### config.mk
export PLATFORM = sky130hd
export DESIGN_NAME = swhd_sleep_ctrl
export DESIGN_NICKNAME = d
export VERILOG_FILES = /design/src/design/swhd_pkg.sv /design/src/design/swhd_sleep_ctrl.sv
export VERILOG_INCLUDE_DIRS = /design/src /design/src/design
export SDC_FILE = /design/constraint.sdc
export NUM_CORES = 1
export LEC_CHECK = 0
export ABC_AREA = 1
export BUFFER_PORTS_ARGS = -buffer_cell sky130_fd_sc_hd__buf_2
export CORE_ASPECT_RATIO = 1.4
export CORE_MARGIN = 4
export CORE_UTILIZATION = 45
export CTS_CLUSTER_SIZE = 16
export DETAILED_ROUTE_END_ITERATION = 16
export GPL_TIMING_DRIVEN = 0
export PLACE_DENSITY = 0.69
export REMOVE_ABC_BUFFERS = 1
export SLEW_MARGIN = 20
export SYNTH_ARGS = -nofsm -noshare
export SYNTH_HDL_FRONTEND = slang
export SYNTH_SLANG_ARGS = --single-unit
### constraint.sdc
create_clock -name clk -period 1.9 [get_ports clk]
set_input_delay 0.285 -clock clk [delete_from_list [all_inputs] [get_ports clk]]
set_output_delay 0.285 -clock clk [all_outputs]
set_load 0.03 [all_outputs]
### src/design/swhd_defines.svh
// Constants for the sleep, wake and host-detect controller
`ifndef SWHD_DEFINES_SVH
`define SWHD_DEFINES_SVH

// Clock rates
`define SWHD_CLK_HZ     40000000
`define SWHD_LF_HZ      32768
`define SWHD_LF_RATIO   (`SWHD_CLK_HZ / `SWHD_LF_HZ)

// Widths
`define SWHD_TMR_W      16
`define SWHD_SYNC_W     7
`define SWHD_CAUSE_W    6
`define SWHD_BLK_W      4

// Synchroniser lanes
`define SWHD_S_GPIO     0
`define SWHD_S_COMP     1
`define SWHD_S_RTC      2
`define SWHD_S_WDT      3
`define SWHD_S_VBUS     4
`define SWHD_S_FLAV     5
`define SWHD_S_LF       6

// Wake cause bits
`define SWHD_C_TMR      0
`define SWHD_C_GPIO     1
`define SWHD_C_COMP     2
`define SWHD_C_RTC      3
`define SWHD_C_WDT      4
`define SWHD_C_HOST     5

`endif

### src/design/swhd_pkg.sv
// Types for the sleep, wake and host-detect controller
`include "swhd_defines.svh"

package swhd_pkg;

    // Power state of the device
    typedef enum logic [1:0] {
        SWHD_ACTIVE,
        SWHD_LIGHT,
        SWHD_LSERVE,
        SWHD_DEEP
    } swhd_mode_type;

    // Host interface found at power-up
    typedef enum logic [2:0] {
        SWHD_IF_NONE,
        SWHD_IF_SDIO,
        SWHD_IF_SPI,
        SWHD_IF_UART,
        SWHD_IF_USB,
        SWHD_IF_USB_CDC
    } swhd_host_if_type;

    // Firmware control bits
    typedef struct packed {
        logic                        light_req;
        logic                        deep_req;
        logic                        ram_retain;
        logic                        gpio_pol;
        logic                        periodic_en;
        logic [`SWHD_CAUSE_W-1:0]    cause_clr;
        logic [`SWHD_TMR_W-1:0]      timeout;
    } swhd_cmd_type;

    // Status seen by firmware and the rest of the chip
    typedef struct packed {
        swhd_mode_type               mode;
        logic                        hf_clk_en;
        logic                        subsys_run;
        logic                        ram_retain_en;
        logic                        host_ready;
        swhd_host_if_type            host_if;
        logic                        host_if_valid;
        logic [`SWHD_CAUSE_W-1:0]    wake_cause;
        logic                        deep_refused;
        logic [`SWHD_BLK_W-1:0]      blk_clk_en;
    } swhd_stat_type;

    // Whole state of the controller
    typedef struct packed {
        logic [`SWHD_SYNC_W-1:0]     sync1;
        logic [`SWHD_SYNC_W-1:0]     sync2;
        logic                        lf_prev;
        logic [`SWHD_TMR_W-1:0]      tmr;
        swhd_mode_type               mode;
        swhd_host_if_type            host_if;
        logic                        host_if_valid;
        logic                        ram_retain;
        logic [`SWHD_CAUSE_W-1:0]    cause;
        logic                        deep_refused;
        logic [`SWHD_BLK_W-1:0]      blk_en;
    } swhd_state_type;

endpackage : swhd_pkg

### src/design/swhd_sleep_ctrl.sv
// Sleep and wake controller with host interface detection
//
// Contract
// - Deep sleep manager owns all subsystem run states
// - Deep sleep logic advances only on 32 kHz; here only the timer does, wake checks run every clk cycle
// - Deep sleep exits after programmed timeout
// - Deep sleep exits on GPIO at polarity
// - Deep sleep exits on comparator event
// - Deep sleep exits on RTC timer timeout
// - Deep sleep exits on watchdog interrupt
// - No deep sleep while host is USB
// - Deep sleep keeps timer, optional RAM retention
// - Light sleep gates high-frequency clocks, keeps state
// - Host interface stays ready in light sleep
// - Host command ungates clocks, re-gate when done
// - Light sleep exits on GPIO
// - Light sleep exits after programmed timeout
// - Gate unused blocks, enter light or deep
// - Standby wakes itself periodically without host
// - SDIO or SPI detected from host packets
// - USB detected from VBUS level
// - USB flavour chosen from selection pin
// - Detected interface latched, reused every wake

`include "swhd_defines.svh"

module swhd_sleep_ctrl (
    input  wire logic                    clk,
    input  wire logic                    nrst,
    input  swhd_pkg::swhd_cmd_type       cmd,
    input  wire logic                    host_cmd,
    input  wire logic                    host_op_done,
    input  wire logic                    sdio_pkt,
    input  wire logic                    spi_pkt,
    input  wire logic                    uart_sw_detect,
    input  wire logic [`SWHD_BLK_W-1:0]  blk_busy,
    input  wire logic                    wake_gpio_pin,
    input  wire logic                    comparator_evt,
    input  wire logic                    rtc_timeout_evt,
    input  wire logic                    wdt_irq,
    input  wire logic                    vbus_pin,
    input  wire logic                    usb_flavour_select_pin,
    input  wire logic                    lf_clk_pin,
    output swhd_pkg::swhd_stat_type      stat
);

    ////////////////////////////////////////////////////////////////////////////////
    // Helpers

    // True for either USB flavour
    function automatic logic is_usb(input swhd_pkg::swhd_host_if_type hif);
        is_usb = (hif == swhd_pkg::SWHD_IF_USB) || (hif == swhd_pkg::SWHD_IF_USB_CDC);
    endfunction : is_usb

    swhd_pkg::swhd_state_type   q;
    swhd_pkg::swhd_state_type   d;
    logic                       lf_tick;
    logic                       gpio_hit;
    logic                       tmr_done;
    logic [`SWHD_CAUSE_W-1:0]   cause_set;

    ////////////////////////////////////////////////////////////////////////////////
    // Next-state logic

    // Wake qualification: pins from second synchroniser stage only, timeout from the timer
    always_comb begin
        lf_tick  = q.sync2[`SWHD_S_LF] & ~q.lf_prev;
        gpio_hit = (q.sync2[`SWHD_S_GPIO] == cmd.gpio_pol);
        tmr_done = (q.tmr >= cmd.timeout);
    end

    // State machine, timer, detection and cause capture
    always_comb begin
        d           = q;
        cause_set   = '0;
        d.sync1     = {lf_clk_pin, usb_flavour_select_pin, vbus_pin, wdt_irq,
                       rtc_timeout_evt, comparator_evt, wake_gpio_pin};
        d.sync2     = q.sync1;
        d.lf_prev   = q.sync2[`SWHD_S_LF];
        d.deep_refused = 1'b0;
        // Sleep timer counts 32 kHz ticks only
        if (lf_tick && (q.mode == swhd_pkg::SWHD_LIGHT || q.mode == swhd_pkg::SWHD_DEEP)
            && !tmr_done) begin
            d.tmr = q.tmr + `SWHD_TMR_W'(1);
        end
        unique case (q.mode)
            swhd_pkg::SWHD_ACTIVE: begin
                d.tmr = '0;
                if (cmd.deep_req) begin
                    if (is_usb(q.host_if)) begin
                        d.deep_refused = 1'b1;
                    end else begin
                        d.mode       = swhd_pkg::SWHD_DEEP;
                        d.ram_retain = cmd.ram_retain;
                    end
                end else if (cmd.light_req) begin
                    d.mode = swhd_pkg::SWHD_LIGHT;
                end
            end
            swhd_pkg::SWHD_LIGHT: begin
                if (host_cmd) begin
                    d.mode = swhd_pkg::SWHD_LSERVE;
                    cause_set[`SWHD_C_HOST] = 1'b1;
                end else if (gpio_hit) begin
                    d.mode = swhd_pkg::SWHD_ACTIVE;
                    cause_set[`SWHD_C_GPIO] = 1'b1;
                end else if (tmr_done) begin
                    cause_set[`SWHD_C_TMR] = 1'b1;
                    d.tmr  = '0;
                    d.mode = cmd.periodic_en ? swhd_pkg::SWHD_LSERVE
                                             : swhd_pkg::SWHD_ACTIVE;
                end
            end
            swhd_pkg::SWHD_LSERVE: begin
                if (host_op_done) begin
                    d.mode = swhd_pkg::SWHD_LIGHT;
                    d.tmr  = '0;
                end
            end
            swhd_pkg::SWHD_DEEP: begin
                cause_set[`SWHD_C_TMR]  = tmr_done;
                cause_set[`SWHD_C_GPIO] = gpio_hit;
                cause_set[`SWHD_C_COMP] = q.sync2[`SWHD_S_COMP];
                cause_set[`SWHD_C_RTC]  = q.sync2[`SWHD_S_RTC];
                cause_set[`SWHD_C_WDT]  = q.sync2[`SWHD_S_WDT];
                if (|cause_set) begin
                    d.mode       = swhd_pkg::SWHD_ACTIVE;
                    d.ram_retain = 1'b0;
                end
            end
        endcase
        // Set wins over clear
        d.cause = (q.cause & ~cmd.cause_clr) | cause_set;
        // One-time host detection after power-up, kept across wakes
        if (!q.host_if_valid && q.mode == swhd_pkg::SWHD_ACTIVE) begin
            if (q.sync2[`SWHD_S_VBUS]) begin
                d.host_if = q.sync2[`SWHD_S_FLAV] ? swhd_pkg::SWHD_IF_USB
                                                  : swhd_pkg::SWHD_IF_USB_CDC;
                d.host_if_valid = 1'b1;
            end else if (sdio_pkt) begin
                d.host_if       = swhd_pkg::SWHD_IF_SDIO;
                d.host_if_valid = 1'b1;
            end else if (spi_pkt) begin
                d.host_if       = swhd_pkg::SWHD_IF_SPI;
                d.host_if_valid = 1'b1;
            end else if (uart_sw_detect) begin
                d.host_if       = swhd_pkg::SWHD_IF_UART;
                d.host_if_valid = 1'b1;
            end
        end
        // Clock only the blocks that report work while clocks run
        d.blk_en = (d.mode == swhd_pkg::SWHD_ACTIVE || d.mode == swhd_pkg::SWHD_LSERVE)
                   ? blk_busy : '0;
    end

    ////////////////////////////////////////////////////////////////////////////////
    // State register

    // Synchronous active-low reset
    always_ff @(posedge clk) begin
        if (!nrst) begin
            q <= '{sync1: '0, sync2: '0, lf_prev: 1'b0, tmr: '0,
                   mode: swhd_pkg::SWHD_ACTIVE, host_if: swhd_pkg::SWHD_IF_NONE,
                   host_if_valid: 1'b0, ram_retain: 1'b0, cause: '0,
                   deep_refused: 1'b0, blk_en: '0};
        end else begin
            q <= d;
        end
    end

    ////////////////////////////////////////////////////////////////////////////////
    // Outputs

    // Decoded from the state flops
    always_comb begin
        stat.mode          = q.mode;
        stat.hf_clk_en     = (q.mode == swhd_pkg::SWHD_ACTIVE)
                             || (q.mode == swhd_pkg::SWHD_LSERVE);
        stat.subsys_run    = (q.mode != swhd_pkg::SWHD_DEEP);
        stat.ram_retain_en = q.ram_retain;
        stat.host_ready    = (q.mode != swhd_pkg::SWHD_DEEP);
        stat.host_if       = q.host_if;
        stat.host_if_valid = q.host_if_valid;
        stat.wake_cause    = q.cause;
        stat.deep_refused  = q.deep_refused;
        stat.blk_clk_en    = q.blk_en;
    end
endmodule : swhd_sleep_ctrl

Word level (Yosys, flattened, before mapping)
Index checks and enable logic that the tools add are counted.
Word-level totals
  register bits: 49
  input port bits: 45
  output and inout bits: 21
  logic and storage cells: 79
Operators by class
  add/subtract/negate cells: 1
  magnitude comparators: 1
  eq/ne operators: 11
  mux-type cells: 32
  bitwise operators: 5
  reductions and logical operators: 18
Operators with widths (number)
  two-way mux 16 bit: 3
  one-hot mux 16 bit (3 select lines): 1
  two-way mux 18 bit: 2
  adder 16 x 1 -> 16 bit (second input constant): 1
  greater-or-equal comparator 16 bit: 1
  two-way mux 2 bit: 8
  two-way mux 4 bit: 4
  two-way mux 1 bit: 10
  one-hot mux 2 bit (4 select lines): 1
  bitwise AND 6 bit: 1
  equality test 2 bit (second input constant): 3
  equality test 3 bit (second input constant): 2
  inequality test 2 bit (second input constant): 3
  NOT 6 bit: 1
  OR 6 bit: 1
  OR reduction 5 bit: 1
  zero test 2 bit: 2
  logical OR 1 bit: 4
  one-hot mux 2 bit (2 select lines): 1
  AND reduction 2 bit: 2
  AND reduction 4 bit: 1
  nonzero test 4 bit: 1
  logical AND 1 bit: 3
  two-way mux 3 bit: 1
  other kinds (9): 10

Depth between registers and ports, before layout
Gate-level depths: netlist of the first run.
  depth in word-level cells: 12
  mapped depth: 17
  gate-level depth less buffers: 16

Worst setup path after synthesis of the first run
No wires, ideal clock.
  kind: register -> register
  from: register q[25] in the netlist's numbering
  to: register q[23] in the netlist's numbering
  arrival: 1.500 ns
  data required time: 1.783 ns
  setup slack: 0.284 ns
  stages on the path, launching flop included: 15
  period minus slack after synthesis: 1.616 ns
  cell sequence: dfxtp_1 ha_1 nand2_1 inv_1 nand2_1 nand2_1 nor2_1 nand2_1 nand2_2 nand2_4 inv_4 nand2_4 buf_6 o21ai_1 nor2_1
Between the ends
  word-level cells in the longest chain between the ends: 8
  elaborated cells between the ends (all ways): 9
  classes of those cells: 1 x order compare; 6 x mux; 2 x reduce/logical
Ends and longest elaborated chain
  from (decl): RTL line swhd_sleep_ctrl.sv:55  | swhd_pkg::swhd_state_type q;
  from (signal assigned): RTL line swhd_sleep_ctrl.sv:162  | q <= '{sync1: '0, sync2: '0, lf_prev: 1'b0, tmr: '0,
  greater-or-equal comparator 16 bit *: RTL line swhd_sleep_ctrl.sv:69  | tmr_done = (q.tmr >= cmd.timeout);
  zero test 1 bit: RTL line swhd_sleep_ctrl.sv:83  | && !tmr_done) begin
  logical AND 1 bit: RTL line swhd_sleep_ctrl.sv:83
  two-way mux 16 bit: RTL line swhd_sleep_ctrl.sv:82  | if (lf_tick && (q.mode == swhd_pkg::SWHD_LIGHT || q.mode == swhd_pkg::SWHD_DEEP)
  two-way mux 18 bit: RTL line swhd_sleep_ctrl.sv:107  | end else if (tmr_done) begin
  two-way mux 16 bit: RTL line swhd_sleep_ctrl.sv:104  | end else if (gpio_hit) begin
  two-way mux 16 bit: RTL line swhd_sleep_ctrl.sv:101  | if (host_cmd) begin
  one-hot mux 16 bit (3 select lines) *: RTL line swhd_sleep_ctrl.sv:86  | unique case (q.mode)
Every way passes the cells marked *; elsewhere a longest branch is shown, timed or not.
A chain may end at the register's enable or synchronous reset.

Final worst setup path of the first run
  from: register q[28] in the netlist's numbering
  to: register q[29] in the netlist's numbering
Between the ends
  word-level cells in the longest chain between the ends: 8
  elaborated cells between the ends (all ways): 10
  classes of those cells: 1 x add/sub; 1 x order compare; 6 x mux; 2 x reduce/logical
Ends and longest elaborated chain (RTL line)
  greater-or-equal comparator 16 bit: swhd_sleep_ctrl.sv:69
  zero test 1 bit: swhd_sleep_ctrl.sv:83
  logical AND 1 bit: swhd_sleep_ctrl.sv:83
  two-way mux 16 bit: swhd_sleep_ctrl.sv:82
  two-way mux 18 bit: swhd_sleep_ctrl.sv:107
  two-way mux 16 bit: swhd_sleep_ctrl.sv:104
  two-way mux 16 bit: swhd_sleep_ctrl.sv:101
  one-hot mux 16 bit (3 select lines) *: swhd_sleep_ctrl.sv:86
Marks and branches as above.

==> results of run 1 <==
kinds of logic (layout without fill, tap and decap cells):
| group | Yosys count | in the layout | share of synthesized area |
|---|---|---|---|
| AO/OA/AOI/OAI | 30 | 30 | 0.0604 |
| XOR/XNOR | 14 | 14 | 0.0432 |
| adder cells (fa/ha/maj) | 17 | 17 | 0.0749 |
| buffers and inverters | 114 | 173 | 0.186 |
| flip-flops | 49 | 49 | 0.345 |
| AND/OR/NAND/NOR | 183 | 186 | 0.290 |
sequential cells by signal, indices dropped and copies added, names as in the netlist:
register,flops
stat,18
q,23
d,8
final cells by class:
type,count,share of cell area
multi-input cells,247,0.439
inverters,87,0.0950
clock inverters,2,0.0109
repair inverters,1,0.00456
flip-flops and latches,49,0.283
repair buffers,77,0.122
well taps,72,0.0252
clock buffers,6,0.0203
placed cells by master (no fill, tap or decap), types with 6 or more instances in the layout:
cell type   n
inv_1      83
nand2_1    79
buf_2      65
dfxtp_1    38
nor2_1     36
nand3_1    24
a21oi_1    14
nand2_2    14
xor2_1     13
nor2_2     10
ha_1        9
buf_4       9
ha_4        8
dfxtp_4     6
critical path: stages (launching register included):
cell and delay (ps):
dfxtp_1 420, ha_1 260, nand2_1 60, inv_1 50
nand2_1 70, a21oi_1 100, nor2_4 200, nand2_8 110
nand3_4 100, nand4_4 220, nor2_2 180
worst max path at each step:
stage                             start            endpoint  slack, ps
CTS                    q[24]$_SDFF_PN0_    q[31]$_SDFF_PN0_          1
floorplan           stat[19]$_SDFF_PN0_  stat[0]$_SDFF_PN0_         50
global placement    stat[19]$_SDFF_PN0_    q[32]$_SDFF_PN0_       -130
finish                 q[28]$_SDFF_PN0_    q[29]$_SDFF_PN0_         60
global route           q[25]$_SDFF_PN0_    q[24]$_SDFF_PN0_        -60
detailed placement              cmd[15]    q[32]$_SDFF_PN0_       -140
through the flow:
| step | setup TNS [ps] | instances |
|---|---|---|
| floorplan | 0 | 380 |
| global placement | -1360 | 517 |
| detailed placement | -1650 | 517 |
| CTS | 0 | 525 |
| global route | -493 | 541 |
| finish | 0 | 541 |
repair_timing:
action                     4_1_cts  5_1_grt
pin swaps                        0       22
setup endpoints to repair       15       20
cloned                           0        4
buffers inserted                 0       12
gates resized for setup          7       51
cells in the mapped netlist, types with 2 or more instances:
library cell | n | share of area
nor2_1 | 45 | 0.059
nor3_1 | 6 | 0.011
nand4_1 | 3 | 0.0066
nand2_2 | 11 | 0.024
nand2_4 | 2 | 0.0079
o31ai_1 | 2 | 0.0053
inv_1 | 86 | 0.11
clkbuf_1 | 2 | 0.0026
xor2_1 | 13 | 0.040
ha_1 | 17 | 0.075
nand3_2 | 2 | 0.0070
nand3_1 | 26 | 0.046
dfxtp_1 | 49 | 0.35
a21oi_1 | 14 | 0.025
o21ai_0 | 2 | 0.0035
nor2_2 | 3 | 0.0066
o21ai_1 | 5 | 0.0088
nand2_1 | 82 | 0.11
buf_4 | 20 | 0.053
buf_6 | 3 | 0.012
o22ai_1 | 3 | 0.0066
power groups by stage:
stage,sequential (mW),clock (mW),combinational [mW]
2_1_floorplan,1.19,0,0.195
3_3_place_gp,1.13,0,0.387
3_5_place_dp,1.13,0,0.393
4_1_cts,1.11,0.778,0.396
5_1_grt,1.11,0.820,0.489
6_report,1.10,0.765,0.438
routing by layer:
layer / GRT usage / wire [µm]
met5: 0 / 0
met3: 0.0315 / 330
met4: 0.0525 / 125
met2: 0.307 / 3650
met1: 0.161 / 2520
==> metrics.md, run 1 <==
| Metric | Value |
|---|---|
| Run status | `complete, no violations` |
| Multi-input logic area | `1570 µm²` |
| I/O pin total | `66` |
| Post-layout util | `0.578` |
| Tmin final | `1840 ps` |
| Slew margin rel. | `0.608` |
| Design Area, Final | `3570 µm²` |
| Worst-case reg-to-reg path depth | `10` |
| Critical path class | `reg2reg` |
| CTS tree | `yes` |
| Async SR Flop Fraction | `0` |
| Reg2reg end | `q[29]$_SDFF_PN0_` |
| Seq/Total Area, Yosys | `0.345` |
| Hold WC Path Type | `in2reg` |
| Avg Inst Size Synth | `6.98 µm²` |
| GR Util All Layers | `0.157` |
| Ys Warns | `0` |
| Worst vdd rail ir drop | `534 µV` |
| Origin of the critical flop-to-flop path | `q[28]$_SDFF_PN0_` |
| WL per Instance | `12.3 µm` |
| Power density over the cells | `645 nW/µm²` |
| Worst-margin pin slew | `586 ps` |
| Sequential Power Share | `0.478` |
| Initial Utilization | `0.460` |
| Post-place setup slack | `-143 ps` |
| Vias | `2612` |
| Placed cell areas | `3060 µm²` |
| CTS Buffer Depth | `2` |
| Distinct cells, synth | `32` |
| First-pass GRT wire length | `9520 µm` |
| Max Clock Skew | `6.15 ps` |
| Clk slew on worst S/H paths | `100 ps` |
| Total gr overflow | `0` |
| Largest net degree at the start of global routing | `21` |
| Max-cap viol count | `0` |
| Hold path endpoint | `d[40]$_SDFF_PN0_` |
| Antenna violations before repair | `0` |
| Critical path startpoint category | `flop` |
| Buffers on Ports | `65` |
| Htree depth | `2` |
| Cts hold-fix bufs | `0` |
| TritonCTS buffer count | `5` |
| Vias in the first global route | `2394` |
| Final hold slack | `157 ps` |
| Register area | `1010 µm²` |
| Logic pwr share | `0.190` |
| Final net count | `530` |
| Area growth, synth to finish | `25.6%` |
| Hold path start | `usb_flavour_select_pin` |
| CTS Sinks | `49` |
| Post-DR vias/cell | `4.83` |
| Hold Fails Final Rpt | `0` |
| Clock power frac | `0.332` |
| Post-synth EDFFs | `0` |
| Switch Pwr | `691 µW` |
| DIE WIDTH | `75.1 µm` |
| Routed wire length | `6630 µm` |
| Placer Congestion | `0.823` |
| Floorplan Core Area | `6170 µm²` |
| Filler Cell Count | `604` |
| Fmax | `542 MHz` |
| Die area | `7660 µm²` |
| Cell Area, Synth | `2840 µm²` |
| Synthesized flop and latch total | `49` |
| RSZ-0062 raised after global routing | `true` |
| Layout cells sized above 1 | `0.316` |
| Tcrit/Tclk final | `0.971` |
| HPWL Detailed | `4420 µm` |
| DRT Pass-1 Iters | `4` |
| Skew-Pair Late Insertion Delay | `310 ps` |
| Drt drc | `0` |
| Final setup margin | `55.5 ps` |
| Power Total | `2.30 mW` |
| Drt first-iter violations | `89` |
| DIE HEIGHT | `102 µm` |
| Antenna cell count | `0` |
| Worst Path Required | `2140 ps` |
| Routed Antenna Nets | `0` |
| Peak fanout along the critical path | `8` |
| Post-Synthesis Cells | `407` |
| Final Setup Violations | `0` |
| Root buffer cell | `clkbuf_8` |
| P_leak | `1.80 nW` |
| Hold depth | `3` |
| Crit. End Element | `flop` |
| Switching part of the total power | `0.300` |
| Rows | `34` |
| Critical path arrival | `2090 ps` |
| Primary FF master, synth | `dfxtp_1` |
| Final Slew Violations | `0` |
| Pint | `1.61 mW` |
| R2R setup slack | `60 ps` |
Power figures use the tool's default switching activity.
==> inputs of run 2 (changes only) <==
--- a/config.mk
+++ b/config.mk
@@ -6,16 +6,17 @@
 export SDC_FILE = /design/constraint.sdc
 export NUM_CORES = 1
 export LEC_CHECK = 0
-export ABC_AREA = 1
-export BUFFER_PORTS_ARGS = -buffer_cell sky130_fd_sc_hd__buf_2
+export ABC_AREA = 0
+export BUFFER_PORTS_ARGS = -buffer_cell sky130_fd_sc_hd__buf_4
 export CORE_ASPECT_RATIO = 1.4
 export CORE_MARGIN = 4
 export CORE_UTILIZATION = 45
 export CTS_CLUSTER_SIZE = 16
 export DETAILED_ROUTE_END_ITERATION = 16
 export GPL_TIMING_DRIVEN = 0
-export PLACE_DENSITY = 0.69
+export PLACE_DENSITY = 0.7
 export REMOVE_ABC_BUFFERS = 1
+export SKIP_CTS_REPAIR_TIMING = 1
 export SLEW_MARGIN = 20
 export SYNTH_ARGS = -nofsm -noshare
 export SYNTH_HDL_FRONTEND = slang
==> run 2 against run 1 <==
Compared with the run above: die area down 8.8%; sequential share of layout area rose by 1.1 points; the run now ends with setup timing left; count of clock-buffer cells in the layout unchanged.
==> metrics.md, run 2 <==
| Metric | Value |
|---|---|
| Reg2reg end | `q[18]$_SDFF_PN0_` |
| Most frequent cells in the layout | `76 x buf_4, 44 x dfxtp_1, 25 x inv_1` |
| Hold Fails Final Rpt | `0 (unchanged)` |
| DRT Pass-1 Iters | `4 (unchanged)` |
| Power Total | `2.45 mW (+6.4%)` |
| Origin of the critical flop-to-flop path | `q[18]$_SDFF_PN0_` |
| Primary FF master, synth | `dfxtp_1` |
| Met3 WL | `357 µm (+8.2%)` |
| Drt drc | `0 (unchanged)` |
| Critical path arrival | `2700 ps (+610 ps)` |
| Seq/Total Area, Yosys | `0.382 (+0.0369)` |
| Routed wire length | `6240 µm (-5.9%)` |
| R2R setup slack | `-560 ps (-610 ps)` |
| Placer Congestion | `0.796 (-3.4%)` |
| Vias in the first global route | `2116 (-12%)` |
| Metal2 WL | `3430 µm (-6.2%)` |
| Post-layout util | `0.608 (+0.0295)` |
| Setup TNS | `-12280 ps (-12280 ps)` |
| Run status | `finished, violations left` |
| Drt first-iter violations | `108 (+21%)` |
| Post-synthesis mux area share | `0.00390 (+0.00390)` |
| DIE HEIGHT | `97.4 µm (-4.6%)` |
| Design Area, Final | `3360 µm² (-5.9%)` |
| Worst Path Buf+Inv | `1 (unchanged)` |
| Hold path endpoint | `d[38]$_SDFF_PN0_` |
| Worst-case reg-to-reg path depth | `8 (-2)` |
| TritonCTS buffer count | `5 (unchanged)` |
| Antenna violations before repair | `0 (unchanged)` |
| Post-Synthesis Cells | `303 (-26%)` |
| Crit. End Element | `flop` |
| Final hold slack | `180 ps (+22.8 ps)` |
| Initial Utilization | `0.464 (+0.00400)` |
| P_leak | `1.46 nW (-19%)` |
| Area growth, synth to finish | `30.9%` |
| Clk slew on worst S/H paths | `90 ps (about the same)` |
| Hold depth | `2 (-1)` |
| Layout cells sized above 1 | `0.354 (+0.0380)` |
| CTS Buffer Depth | `2 (unchanged)` |
| Final Slew Violations | `0 (unchanged)` |
| DIE WIDTH | `71.8 µm (-4.4%)` |
| Async SR Flop Fraction | `0 (unchanged)` |
| WL per Instance | `14.5 µm (+18%)` |
| Floorplan Core Area | `5530 µm² (-10%)` |
| Synth Area in XOR/XNOR | `0.0341 (-0.00904)` |
| Antenna cell count | `0 (unchanged)` |
| Tcrit/Tclk final | `1.29 (+0.323)` |
| Synth Area in Compound Gates | `0.128 (+0.0679)` |
| Critical path, cell by cell | `inv_2, ha_4, nand2b_4, a2111oi_4, nor4_4, or4b_4, a211o_4, a21oi_2` |
| Simple-Gate Fraction of Synth Area | `0.257 (-0.0324)` |
| Post-DR vias/cell | `5.39 (+12%)` |
| Main combinational cell family by area after synthesis | `simple AND/OR/NAND/NOR gates` |
| CTS tree | `yes` |
| Hold WC Path Type | `in2reg` |
| Routed Antenna Nets | `0 (unchanged)` |
| Critical path's largest stage delay | `570 ps (+150 ps)` |
| Max reg flops | `23 (unchanged)` |
| Total gr overflow | `0 (unchanged)` |
| Most flops, register | `q` |
| RSZ-0062 raised after global routing | `true` |
| Synthesized flop and latch total | `49 (unchanged)` |
| Ys Warns | `0 (unchanged)` |
| Top post-synthesis cells by count | `49 x dfxtp_1, 26 x inv_1, 23 x nor2_1` |
| Final setup margin | `-558 ps (-613 ps)` |
| Worst Path Required | `2140 ps (about the same)` |
| Leading cell type in the layout, fill and taps excluded | `buf_4` |
| Worst vdd rail ir drop | `496 µV (-7.2%)` |
| Clock power frac | `0.305 (-0.027)` |
| Switch Pwr | `732 µW (+5.9%)` |
| Final net count | `423 (-20%)` |
| I/O pin total | `66 (unchanged)` |
| Distinct cells, synth | `40 (+25%)` |
| Post-synth EDFFs | `0 (unchanged)` |
| GR Util All Layers | `0.165 (+0.00723)` |
| Largest net degree at the start of global routing | `26 (+24%)` |
| Skew-Pair Late Insertion Delay | `300 ps (about the same)` |
| Fmax | `407 MHz (-25%)` |
| Top layer in use | `met4` |
| Critical path class | `reg2reg` |
| Slew margin rel. | `0.626 (+0.0175)` |
| CP max stage cell | `or4b_4` |
| Die area | `6990 µm² (-8.8%)` |
| Failing checks | `setup timing` |
| Tmin final | `2460 ps (+613 ps)` |
| Logic pwr share | `0.229 (+0.039)` |
| CTS Sinks | `49 (unchanged)` |
| Rows | `32 (-5.9%)` |
| Final Setup Violations | `24 (+24)` |
| Hold path start | `wdt_irq` |
| Most frequent cell after synthesis | `dfxtp_1` |
| Pint | `1.72 mW (+6.6%)` |
| Buffers on Ports | `65 (unchanged)` |
| Synthesized-area fraction occupied by adder cells | `0.0829 (+0.00800)` |
| Max Clock Skew | `4.47 ps (-1.68 ps)` |
| Peak fanout along the critical path | `8 (unchanged)` |
| Avg Inst Size Synth | `8.47 µm² (+21%)` |
| Worst-margin pin slew | `557 ps (-28.9 ps)` |
| HPWL Detailed | `4370 µm (-1.2%)` |
| Top cells by area, synth | `dfxtp_1 38%, ha_1 8.3%, buf_4 5.6%` |
| CP top delay family | `compound AO/OA/AOI/OAI gates` |
| Cell type with the largest total area after synthesis | `dfxtp_1` |
| Power density over the cells | `729 nW/µm² (+13%)` |
| Max-cap viol count | `0 (unchanged)` |
| Synth top area share | `0.382 (+0.0369)` |
| Placed cell areas | `2960 µm² (-3.0%)` |
| Htree depth | `2 (unchanged)` |
| First-pass GRT wire length | `9270 µm (-2.6%)` |
| Critical path startpoint category | `flop` |
| Cell Area, Synth | `2570 µm² (-9.6%)` |
| Switching part of the total power | `0.299 (-0.00127)` |
| Sequential Power Share | `0.467 (-0.011)` |
| Metal-1 WL | `2320 µm (-8.1%)` |
| Root buffer cell | `clkbuf_8` |
| Vias | `2319 (-11%)` |
-- run 2: layout make-up --
cell class	count	area, µm²
Clock buffer	6	72.6
Timing Repair Buffer	78	587
Multi-Input combinational cell	201	1490
Clock inverter	2	38.8
Inverter	26	97.6
Fill cell	507	2170
Tap cell	68	85.1
Sequential cell	49	987
-- run 2: logic make-up (layout without fill, tap and decap cells) --
group,count (synthesis),after routing
AND/OR/NAND/NOR,122,123
buffers and inverters,55,112
AO/OA/AOI/OAI,49,50
flip-flops,49,49
adder cells (fa/ha/maj),17,17
XOR/XNOR,10,10
multiplexers,1,1
-- run 2: power groups by stage --
stage	logic [mW]	clock network, mW	registers, mW
2_1_floorplan	0.215	0	1.24
3_3_place_gp	0.508	0	1.16
3_5_place_dp	0.515	0	1.17
4_1_cts	0.518	0.767	1.14
5_1_grt	0.606	0.800	1.15
6_report	0.560	0.746	1.14
-- run 2: layer usage --
layer / global-route usage / vias up
met3: 0.0404 / 13
met4: 0.0608 / 0
met5: 0 / -
li1: - / 1147
met1: 0.168 / 1094
met2: 0.312 / 65
-- run 2: how the worst max path moves through the flow --
stage                      from               end  slack (ps)  depth (start not counted)
5_1_grt        q[18]$_SDFF_PN0_  q[32]$_SDFF_PN0_        -640                          8
3_3_place_gp            cmd[13]  q[28]$_SDFF_PN0_       -1780                          9
4_1_cts        q[31]$_SDFF_PN0_  q[27]$_SDFF_PN0_       -1150                          7
2_1_floorplan  q[31]$_SDFF_PN0_  q[20]$_SDFF_PN0_       -1080                          7
6_report       q[18]$_SDFF_PN0_  q[18]$_SDFF_PN0_        -560                          8
3_5_place_dp            cmd[13]  q[27]$_SDFF_PN0_       -1180                          9
-- run 2: through the flow --
stage | instances | setup WS (ps)
floorplan | 274 | -1080
global placement | 407 | -1780
detailed placement | 408 | -1180
CTS | 416 | -1150
global route | 430 | -639
finish | 430 | -558
